File: src/sfpi_pkg.sv
package sfpi_pkg;

  // register byte offsets on the apb slave
  localparam logic [7:0] SFPI_OFF_CTRL = 8'h00;
  localparam logic [7:0] SFPI_OFF_PROT = 8'h04;
  localparam logic [7:0] SFPI_OFF_TXDATA = 8'h08;
  localparam logic [7:0] SFPI_OFF_RXDATA = 8'h0C;
  localparam logic [7:0] SFPI_OFF_STATUS = 8'h10;
  localparam logic [7:0] SFPI_OFF_REGION = 8'h14;

  // control register fields
  localparam int SFPI_CTRL_QLE = 0;
  localparam int SFPI_CTRL_RST = 1;
  localparam int SFPI_CTRL_LANE_LO = 2;
  localparam int SFPI_CTRL_TXDIR = 4;
  localparam int SFPI_CTRL_BUSY = 5;

  // protect register fields
  localparam int SFPI_PROT_APF_LO = 0;
  localparam int SFPI_PROT_TOPBOT = 4;
  localparam int SFPI_PROT_COMPL = 5;
  localparam int SFPI_PROT_LOCK = 6;

  // status register fields
  localparam int SFPI_ST_SEL = 0;
  localparam int SFPI_ST_ARMED = 1;
  localparam int SFPI_ST_PAUSED = 2;
  localparam int SFPI_ST_RESTART = 3;
  localparam int SFPI_ST_BUSY = 4;
  localparam int SFPI_ST_RXFULL = 5;
  localparam int SFPI_ST_WPBLK = 6;
  localparam int SFPI_ST_REGION = 7;
  localparam int SFPI_ST_PAUSEFN = 8;

  // values after reset
  localparam logic SFPI_RST_QLE = 1'b0;
  localparam logic SFPI_RST_PINFN = 1'b0;
  localparam logic [1:0] SFPI_RST_LANE = 2'h0;
  localparam logic [6:0] SFPI_RST_PROT = 7'h00;

  // lane width codes in the control register
  localparam logic [1:0] SFPI_LANE_SINGLE = 2'h0;
  localparam logic [1:0] SFPI_LANE_DUAL = 2'h1;
  localparam logic [1:0] SFPI_LANE_QUAD = 2'h2;

  // timing
  localparam int SFPI_CLK_PERIOD_NS = 100;
  localparam int SFPI_RESTART_MIN_NS = 1000;
  localparam int SFPI_RESTART_CYC =
    (SFPI_RESTART_MIN_NS + SFPI_CLK_PERIOD_NS - 1) / SFPI_CLK_PERIOD_NS;
  localparam int SFPI_BUSY_CYC = 64;

  localparam int SFPI_SECT_LOG2 = 13;
  localparam int SFPI_BUSY_W = 16;

  typedef enum logic [1:0] {
    SFPI_W1,
    SFPI_W2,
    SFPI_W4
  } sfpi_width_t;

  typedef struct packed {
    logic qle;
    logic pinFn;
    logic [1:0] lane;
    logic txDir;
    logic [6:0] prot;
    logic [7:0] txHold;
    logic [7:0] rxByte;
    logic rxFull;
    logic [7:0] shiftIn;
    logic [7:0] shiftOut;
    logic [3:0] bitCnt;
    logic selected;
    logic armed;
    logic paused;
    logic [SFPI_BUSY_W-1:0] busyCnt;
    logic [3:0] rstCnt;
    logic rstDone;
    logic sclkPrev;
    logic csnPrev;
    logic [3:0] ioOut;
    logic [31:0] prdata;
  } sfpi_state_t;

endpackage : sfpi_pkg

File: src/sfpi_flash_pins.sv
// How it works
// - select high: all data outputs tri-stated
// - internal busy cycle survives deselect
// - select low enables input and output
// - ignore commands until first select fall
// - single mode samples serial_in_line rising edge
// - single mode output changes on falling edge
// - dual/quad: rise samples, fall drives
// - quad transfers only with quad_lines_enable
// - enable set: guard/pause pins become data
// - guard and pause only in single/dual
// - guard pin with lock blocks status writes
// - protection from one sector to whole array
// - enable set disables write guard
// - paused: output off, clock and input ignored
// - pause release resumes where it stopped
// - enable set disables pause function
// - line three is pause or restart
// - pause starts/ends with clock low
// - function select 0 pause, 1 restart
// - restart low 1us aborts, resets state
// - clock modes 0 and 3 supported
//
// Local design decisions: the register addresses and the APB register port.
module sfpi_flash_pins
  import sfpi_pkg::*;
#(
  parameter int BUSY_CYCLES = SFPI_BUSY_CYC
) (
  input wire logic mclk,
  input wire logic rstn,
  input wire logic psel,
  input wire logic penable,
  input wire logic pwrite,
  input wire logic [7:0] paddr,
  input wire logic [31:0] pwdata,
  output logic [31:0] prdata,
  output logic pready,
  output logic pslverr,
  input wire logic selectN,
  input wire logic sclk,
  input wire logic [3:0] dataLineIn,
  output logic [3:0] dataLineOut,
  output logic [3:0] dataLineOe
);

  localparam logic [3:0] RESTART_CYC = 4'(SFPI_RESTART_CYC);
  localparam logic [SFPI_BUSY_W-1:0] BUSY_LOAD = SFPI_BUSY_W'(BUSY_CYCLES);
  localparam logic [SFPI_SECT_LOG2:0] SECT_ALL = (SFPI_SECT_LOG2 + 1)'(1 << SFPI_SECT_LOG2);

  sfpi_state_t s_r;
  sfpi_state_t s_nxt;

  logic [5:0] pinSync;
  logic csnS;
  logic sclkS;
  logic [3:0] ioS;

  sfpi_sync #(
    .W(6)
  ) u_sync (
    .mclk(mclk),
    .rstn(rstn),
    .d({selectN, sclk, dataLineIn}),
    .q(pinSync)
  );

  assign csnS = pinSync[5];
  assign sclkS = pinSync[4];
  assign ioS = pinSync[3:0];

  sfpi_width_t width;
  logic quadOk;
  logic laneOk;
  logic pauseFn;
  logic restartFn;
  logic guardBlocks;
  logic restartLow;
  logic sclkRise;
  logic sclkFall;
  logic active;
  logic [3:0] bitsIn;
  logic [3:0] step;
  logic [3:0] oeMask;
  logic [SFPI_SECT_LOG2:0] nSect;
  logic [SFPI_SECT_LOG2:0] firstSect;
  logic [SFPI_SECT_LOG2:0] lastSect;
  logic regionValid;
  logic [31:0] statusWord;
  logic apbSetup;
  logic apbAccess;
  logic apbWrite;
  logic addrOk;

  always_comb begin
    unique case (s_r.lane)
      SFPI_LANE_DUAL: width = SFPI_W2;
      SFPI_LANE_QUAD: width = SFPI_W4;
      default: width = SFPI_W1;
    endcase
  end

  // quad width needs the enable bit
  assign quadOk = s_r.qle;
  assign laneOk = (width != SFPI_W4) || quadOk;
  assign pauseFn = !s_r.qle && !s_r.pinFn;
  assign restartFn = !s_r.qle && s_r.pinFn;
  // guard only when line two is a pin
  assign guardBlocks = !s_r.qle && s_r.prot[SFPI_PROT_LOCK] && !ioS[2];
  assign restartLow = restartFn && !ioS[3];

  assign sclkRise = sclkS && !s_r.sclkPrev;
  assign sclkFall = !sclkS && s_r.sclkPrev;

  assign active = s_r.selected && s_r.armed && !s_r.paused && !restartLow && laneOk;

  always_comb begin
    unique case (width)
      SFPI_W1: begin
        bitsIn = {3'h0, ioS[0]};
        step = 4'h1;
        oeMask = 4'h2;
      end
      SFPI_W2: begin
        bitsIn = {2'h0, ioS[1:0]};
        step = 4'h2;
        oeMask = 4'h3;
      end
      SFPI_W4: begin
        bitsIn = ioS;
        step = 4'h4;
        oeMask = 4'hF;
      end
    endcase
  end

  always_comb begin
    logic [3:0] apf;
    logic [SFPI_SECT_LOG2:0] n;
    apf = s_r.prot[SFPI_PROT_APF_LO +: 4];
    n = '0;
    if (apf == 4'h0) begin
      n = '0;
    end else if (apf > 4'(SFPI_SECT_LOG2)) begin
      n = SECT_ALL;
    end else begin
      n = (SFPI_SECT_LOG2 + 1)'(1) << (apf - 4'h1);
    end
    // complement protects what the plain setting leaves open
    if (s_r.prot[SFPI_PROT_COMPL]) begin
      n = SECT_ALL - n;
    end
    nSect = n;
    regionValid = (n != '0);
    if (s_r.prot[SFPI_PROT_TOPBOT] ^ s_r.prot[SFPI_PROT_COMPL]) begin
      firstSect = '0;
      lastSect = n - (SFPI_SECT_LOG2 + 1)'(1);
    end else begin
      firstSect = SECT_ALL - n;
      lastSect = SECT_ALL - (SFPI_SECT_LOG2 + 1)'(1);
    end
  end

  always_comb begin
    statusWord = '0;
    statusWord[SFPI_ST_SEL] = s_r.selected;
    statusWord[SFPI_ST_ARMED] = s_r.armed;
    statusWord[SFPI_ST_PAUSED] = s_r.paused;
    statusWord[SFPI_ST_RESTART] = restartLow;
    statusWord[SFPI_ST_BUSY] = (s_r.busyCnt != '0);
    statusWord[SFPI_ST_RXFULL] = s_r.rxFull;
    statusWord[SFPI_ST_WPBLK] = guardBlocks;
    statusWord[SFPI_ST_REGION] = regionValid;
    statusWord[SFPI_ST_PAUSEFN] = pauseFn;
  end

  assign apbSetup = psel && !penable;
  assign apbAccess = psel && penable;
  assign apbWrite = apbAccess && pwrite;
  always_comb begin
    unique case (paddr)
      SFPI_OFF_CTRL, SFPI_OFF_PROT, SFPI_OFF_TXDATA, SFPI_OFF_RXDATA, SFPI_OFF_STATUS,
      SFPI_OFF_REGION: addrOk = 1'b1;
      default: addrOk = 1'b0;
    endcase
  end

  always_comb begin
    logic pauseWant;
    logic clkLowish;
    logic rxDone;
    logic [7:0] src;
    s_nxt = s_r;
    src = '0;
    pauseWant = 1'b0;
    clkLowish = 1'b0;
    rxDone = 1'b0;
    s_nxt.sclkPrev = sclkS;
    s_nxt.csnPrev = csnS;

    // register reads captured in the setup phase so data is flopped
    if (apbSetup) begin
      unique case (paddr)
        SFPI_OFF_CTRL: s_nxt.prdata = {26'h0, 1'b0, s_r.txDir, s_r.lane, s_r.pinFn, s_r.qle};
        SFPI_OFF_PROT: s_nxt.prdata = {25'h0, s_r.prot};
        SFPI_OFF_TXDATA: s_nxt.prdata = {24'h0, s_r.txHold};
        SFPI_OFF_RXDATA: s_nxt.prdata = {24'h0, s_r.rxByte};
        SFPI_OFF_STATUS: s_nxt.prdata = statusWord;
        SFPI_OFF_REGION: s_nxt.prdata = {2'h0, lastSect, 2'h0, firstSect};
        default: s_nxt.prdata = '0;
      endcase
    end

    // busy countdown ignores the select pin
    if (s_r.busyCnt != '0) begin
      s_nxt.busyCnt = s_r.busyCnt - SFPI_BUSY_W'(1);
    end

    if (apbWrite) begin
      unique case (paddr)
        SFPI_OFF_CTRL: begin
          s_nxt.qle = pwdata[SFPI_CTRL_QLE];
          s_nxt.pinFn = pwdata[SFPI_CTRL_RST];
          s_nxt.lane = pwdata[SFPI_CTRL_LANE_LO +: 2];
          s_nxt.txDir = pwdata[SFPI_CTRL_TXDIR];
          if (pwdata[SFPI_CTRL_BUSY]) begin
            s_nxt.busyCnt = BUSY_LOAD;
          end
        end
        SFPI_OFF_PROT: begin
          // guard pin with lock refuses the write
          if (!guardBlocks) begin
            s_nxt.prot = pwdata[6:0];
          end
        end
        SFPI_OFF_TXDATA: s_nxt.txHold = pwdata[7:0];
        default: begin
        end
      endcase
    end
    if (apbAccess && !pwrite && paddr == SFPI_OFF_RXDATA) begin
      s_nxt.rxFull = 1'b0;
    end

    // a falling select arms and selects
    if (!csnS && s_r.csnPrev) begin
      s_nxt.selected = 1'b1;
      s_nxt.armed = 1'b1;
      s_nxt.bitCnt = '0;
      s_nxt.paused = 1'b0;
    end
    if (csnS) begin
      s_nxt.selected = 1'b0;
      s_nxt.paused = 1'b0;
      s_nxt.bitCnt = '0;
    end

    // pause edges only with clock low
    pauseWant = pauseFn && !ioS[3];
    clkLowish = !sclkS || sclkFall;
    if (s_r.selected && (pauseWant != s_r.paused) && clkLowish) begin
      // shift state is frozen, not cleared
      s_nxt.paused = pauseWant;
    end

    if (active && !s_r.txDir && sclkRise) begin
      s_nxt.shiftIn = (s_r.shiftIn << step) | {4'h0, bitsIn};
      s_nxt.bitCnt = s_r.bitCnt + step;
      if (s_r.bitCnt + step >= 4'h8) begin
        rxDone = 1'b1;
        s_nxt.bitCnt = '0;
        s_nxt.rxByte = (s_r.shiftIn << step) | {4'h0, bitsIn};
      end
    end
    // set wins over the clearing read
    if (rxDone) begin
      s_nxt.rxFull = 1'b1;
    end

    if (active && s_r.txDir && sclkFall) begin
      src = (s_r.bitCnt == 4'h0) ? s_r.txHold : s_r.shiftOut;
      unique case (width)
        SFPI_W1: s_nxt.ioOut = {2'h0, src[7], 1'b0};
        SFPI_W2: s_nxt.ioOut = {2'h0, src[7:6]};
        SFPI_W4: s_nxt.ioOut = src[7:4];
      endcase
      s_nxt.shiftOut = src << step;
      s_nxt.bitCnt = (s_r.bitCnt + step >= 4'h8) ? 4'h0 : s_r.bitCnt + step;
    end

    // restart pin held low past the minimum
    if (restartLow) begin
      if (s_r.rstCnt < RESTART_CYC) begin
        s_nxt.rstCnt = s_r.rstCnt + 4'h1;
      end else begin
        s_nxt.rstDone = 1'b1;
      end
    end else begin
      s_nxt.rstCnt = '0;
      s_nxt.rstDone = 1'b0;
    end
    if (s_nxt.rstDone) begin
      // aborts any running cycle; volatile state back to power-on
      s_nxt.busyCnt = '0;
      s_nxt.armed = 1'b0;
      s_nxt.selected = 1'b0;
      s_nxt.paused = 1'b0;
      s_nxt.bitCnt = '0;
      s_nxt.shiftIn = '0;
      s_nxt.shiftOut = '0;
      s_nxt.ioOut = '0;
      s_nxt.txDir = 1'b0;
      s_nxt.lane = SFPI_RST_LANE;
    end
  end

  always_ff @(posedge mclk or negedge rstn) begin
    if (!rstn) begin
      s_r <= '0;
      s_r.qle <= SFPI_RST_QLE;
      s_r.pinFn <= SFPI_RST_PINFN;
      s_r.lane <= SFPI_RST_LANE;
      s_r.prot <= SFPI_RST_PROT;
      s_r.sclkPrev <= 1'b0;
      s_r.csnPrev <= 1'b0;
    end else begin
      s_r <= s_nxt;
    end
  end

  // zero-wait apb slave; data was captured during setup
  assign pready = apbAccess;
  assign pslverr = apbAccess && !addrOk;
  assign prdata = s_r.prdata;

  assign dataLineOut = s_r.ioOut;
  assign dataLineOe = (active && s_r.txDir && !csnS) ? oeMask : 4'h0;

endmodule : sfpi_flash_pins

File: src/sfpi_sync.sv
module sfpi_sync #(
  parameter int W = 1
) (
  input wire logic mclk,
  input wire logic rstn,
  input wire logic [W-1:0] d,
  output logic [W-1:0] q
);

  typedef struct packed {
    logic [W-1:0] stage1;
    logic [W-1:0] stage2;
  } sfpi_sync_t;

  sfpi_sync_t s_r;
  sfpi_sync_t s_nxt;

  // first stage feeds only the second
  always_comb begin
    s_nxt.stage1 = d;
    s_nxt.stage2 = s_r.stage1;
  end

  always_ff @(posedge mclk or negedge rstn) begin
    if (!rstn) begin
      s_r <= '0;
    end else begin
      s_r <= s_nxt;
    end
  end

  assign q = s_r.stage2;

endmodule : sfpi_sync

File: config.mk
export PLATFORM = sky130hd
export DESIGN_NAME = sfpi_flash_pins
export DESIGN_NICKNAME = d
export VERILOG_FILES = /design/src/sfpi_pkg.sv /design/src/sfpi_flash_pins.sv /design/src/sfpi_sync.sv
export SDC_FILE = /design/constraint.sdc
export NUM_CORES = 1
export LEC_CHECK = 0
export ABC_AREA = 1
export BUFFER_PORTS_ARGS = -buffer_cell sky130_fd_sc_hd__buf_2
export CORE_MARGIN = 1
export CORE_UTILIZATION = 41
export CTS_CLUSTER_DIAMETER = 150
export DETAILED_ROUTE_END_ITERATION = 8
export HOLD_SLACK_MARGIN = 0.03
export PLACE_DENSITY = 0.61
export SLEW_MARGIN = 20
export SYNTH_ARGS = -nofsm -noshare
export SYNTH_HDL_FRONTEND = slang
export SYNTH_HIERARCHICAL = 1
export SYNTH_SLANG_ARGS = --single-unit
File: constraint.sdc
create_clock -name mclk -period 5.6 [get_ports mclk]
set_input_delay 0.84 -clock mclk [delete_from_list [all_inputs] [get_ports mclk]]
set_output_delay 0.84 -clock mclk [all_outputs]
set_load 0.005 [all_outputs]
==> impl_metrics.py <==
metrics = {
    "outcome": {
        "outcome": "completed",
    },
    "logic_synthesis": {
        "seq_area_frac_synth_pct": 40.5,
        "ys_types": 54,
        "synth_edf_count": 0,
        "synth.avg_cell_area_um2": 7.61,
        "yosys_warnings": 6,
        "synth_seq_cells": 119,
        "synth_area_um2": 7340,
        "ys.flop_type": "dfrtp_1",
        "async_reset_ff_share_pct": 100,
        "syn_inst": 965,
    },
    "finish": {
        "stdcell_area_um2": 8210,
        "antenna_cells": 0,
        "drive_gt1_share_pct": 16.2,
        "area_delta_synth_final_pct": 11.8,
        "final_common_cell": "nand2_1",
        "fillers": 1750,
        "mostFrequentLayoutCells": "222 x nand2_1, 129 x inv_1, 119 x dfrtp_1",
        "final_util_pct": 47.2,
        "layout.nets": 1059,
    },
    "placement": {
        "postPlaceCellArea_um2": 7590,
        "hpwl_mm": 13.8,
        "finalWeightedCongestion": 0.909,
        "portBuffers": 64,
    },
    "drt": {
        "viasPerCell": 5.11,
        "routed-via-count": 6291,
        "firstDrtPassIters": 8,
        "drc": 0,
        "drt_iter0_markers": 489,
        "drt-total-wl_mm": 18.9,
        "ant_nets": 0,
        "post_drt_wl_per_cell_um": 15.3,
    },
    "global_route": {
        "grt_max_degree": 63,
        "grt_use_total_pct": 21.9,
        "grt_pass1_wl_mm": 30.9,
        "grt_remaining_overflow": 0,
        "antenna_found_initial": 0,
        "grt_pass1_vias": 5941,
    },
    "pwr": {
        "ir_drop_mv": 0.196,
        "p_per_area_nw_per_um2": 302,
        "switching_share_pct": 26.9,
        "p_int_uw": 1820,
        "p_leak_uw": 0.00428,
        "clockPowerShare_pct": 47.4,
        "p_comb_share_pct": 12.6,
        "p_switching_uw": 668,
        "seq_power_share_pct": 40.0,
    },
    "clock_tree": {
        "cts_hold_buf": 0,
        "clk_latency_ns": 0.42,
        "clockBufferDepth": 2,
        "cts_made_buffers": 17,
        "root_buffer": "clkbuf_16",
        "cts_setup_buffers": 0,
        "cts_resized": 0,
        "cts.sinks": 119,
        "clkTransAtPathRegs_ns": 0.07,
        "cts_tree": "yes",
        "htreeDepth": 4,
    },
    "worst_setup_path": {
        "cpMostUsedCell": "nand2_1",
        "cp-end-kind": "register",
        "path_cells": "inv_2 -> nand2_2 -> nand2_2 -> nand2_4 -> nand2_2 -> ha_1 -> or2_2 -> nand2_1 -> ha_1 -> nand2_1 -> nor2_2 -> nand3_1 -> clkinv_1 -> nand2_1 -> nand2_1 -> nand2_1 -> nand2_1 -> nand2_1",
        "crit_fanout": 13,
        "crit_path_max_incr_delay_ns": 0.65,
        "arrival_ns": 3.50,
        "required_ns": 5.90,
        "cp_slowest_cell": "dfrtp_1",
        "crit_path_start_kind": "register",
        "crit_type": "reg -> reg",
    },
    "hold_path": {
        "hp-class": "reg -> reg",
    },
    "floorplan": {
        "io_pins": 93,
        "start_util_pct": 42.2,
        "dieWidth_um": 136,
        "die_h_um": 136,
        "rows": 48,
        "fp.dieArea_um2": 18500,
        "core_um2": 17400,
    },
    "timing": {
        "worst_pin_slew_ns": 0.904,
        "period_share_pct": 57.0,
        "finClkSkew_ns": 0.0120,
        "final-hold-violation-count": 0,
        "slew_violations": 0,
        "fmax_mhz": 313,
        "setup_viol": 0,
        "layout_min_cycle_time_ns": 3.19,
        "relSlewSlack_pct": 39.7,
        "setup-tns-final_ns": 0,
        "rsz0062_at_grt": "no",
    },
    "run": {
        "cap_violations": 0,
    },
}
==> power groups by stage <==
stage	clock, uW	sequential (uW)	combinational, uW
after floorplan	0	992	234
after global placement	0	1000	307
after detailed placement	0	1010	313
after CTS	1200	993	313
after global routing	1230	1000	362
final	1180	994	312
==> cell type report <==
| type | count | area (um^2) | share of cell area [%] |
|---|---|---|---|
| clock buffers | 20 | 457 | 5.56 |
| inverters | 140 | 531 | 6.46 |
| multi-input cells | 649 | 3460 | 42.1 |
| clock inverters | 11 | 171 | 2.09 |
| flip-flops and latches | 119 | 2980 | 36.3 |
| well taps | 225 | 282 | 3.43 |
| repair buffers | 66 | 338 | 4.11 |
==> metrics by stage <==
step                worst slack [ns]  power [uW]  hold slack (ns)  instances
detailed placement              2.47        1320            0.335       1199
floorplan                       3.00        1230            0.331        968
CTS                             2.43        2510            0.348       1230
global placement                2.47        1310            0.333       1199
global route                    2.14        2600            0.354       1230
finish                          2.41        2480            0.346       1230
==> Yosys cell counts, drive strengths merged, types with 2 or more instances <==
cell type | number | share of area, %
o21bai | 2 | 0.20
a211oi | 5 | 0.51
xnor2 | 2 | 0.24
nor3 | 9 | 0.75
nand4 | 22 | 2.4
xor2 | 9 | 1.1
o31ai | 2 | 0.20
or2 | 3 | 0.26
mux2i | 2 | 0.27
nand3b | 3 | 0.36
a221oi | 3 | 0.36
o221ai | 3 | 0.36
o211ai | 3 | 0.31
inv | 138 | 7.1
o22ai | 25 | 2.1
a21oi | 34 | 2.3
o21a | 3 | 0.31
a22oi | 2 | 0.20
nor4 | 2 | 0.26
clkinv | 2 | 0.10
o2bb2ai | 2 | 0.24
nand2 | 248 | 14
clkbuf | 14 | 0.72
buf | 46 | 4.6
a22o | 3 | 0.36
o21ai | 78 | 5.3
ha | 14 | 2.4
nor2 | 86 | 5.9
dfrtp | 119 | 41
nand3 | 74 | 5.4
==> flip-flops by register name (all words and copies together) (netlist names) <==
name,cells
dataLineOut,4
prdata,28
s_r,74
u_sync/s_nxt,6
u_sync/q,6
quadOk,1
==> critical path: cells and delay by family (launching register included) <==
kind | cells | cell delay [ns]
adders and majority gates | 2 | 0.50
buffers and inverters | 2 | 0.30
DFF | 1 | 0.65
and+or+nand+nor | 14 | 1.63
==> per-layer routing <==
metal / global-route usage [%] / wire (um)
met1: 29.3 / 8800
met3: 4.18 / 784
met5: 0 / 0
met2: 35.8 / 8930
met4: 6.80 / 332
==> logic make-up after synthesis <==
family	Yosys count	share of synthesized area (%)
buffers and inverters	200	12.6
AO/OA/AOI/OAI	169	13.3
other	1	0.0511
AND/OR/NAND/NOR	448	29.3
adder cells (fa/ha/maj)	15	2.66
flip-flops	119	40.5
multiplexers	2	0.273
XOR/XNOR	11	1.31
==> worst paths after layout <==
kind	start	end	slack (ns)	cells past startpoint
min reg2reg	u_sync/s_nxt[5]	u_sync/q[5]	0.35	0
max reg2reg	s_r[101]	prdata[7]	2.41	18
max	s_r[101]	prdata[7]	2.41	18
max in group asynchronous	rstn	s_r[55]	3.84	2
min in group asynchronous	rstn	prdata[4]	0.51	1
min	u_sync/s_nxt[5]	u_sync/q[5]	0.35	0
(Power assumes the default switching activity.)
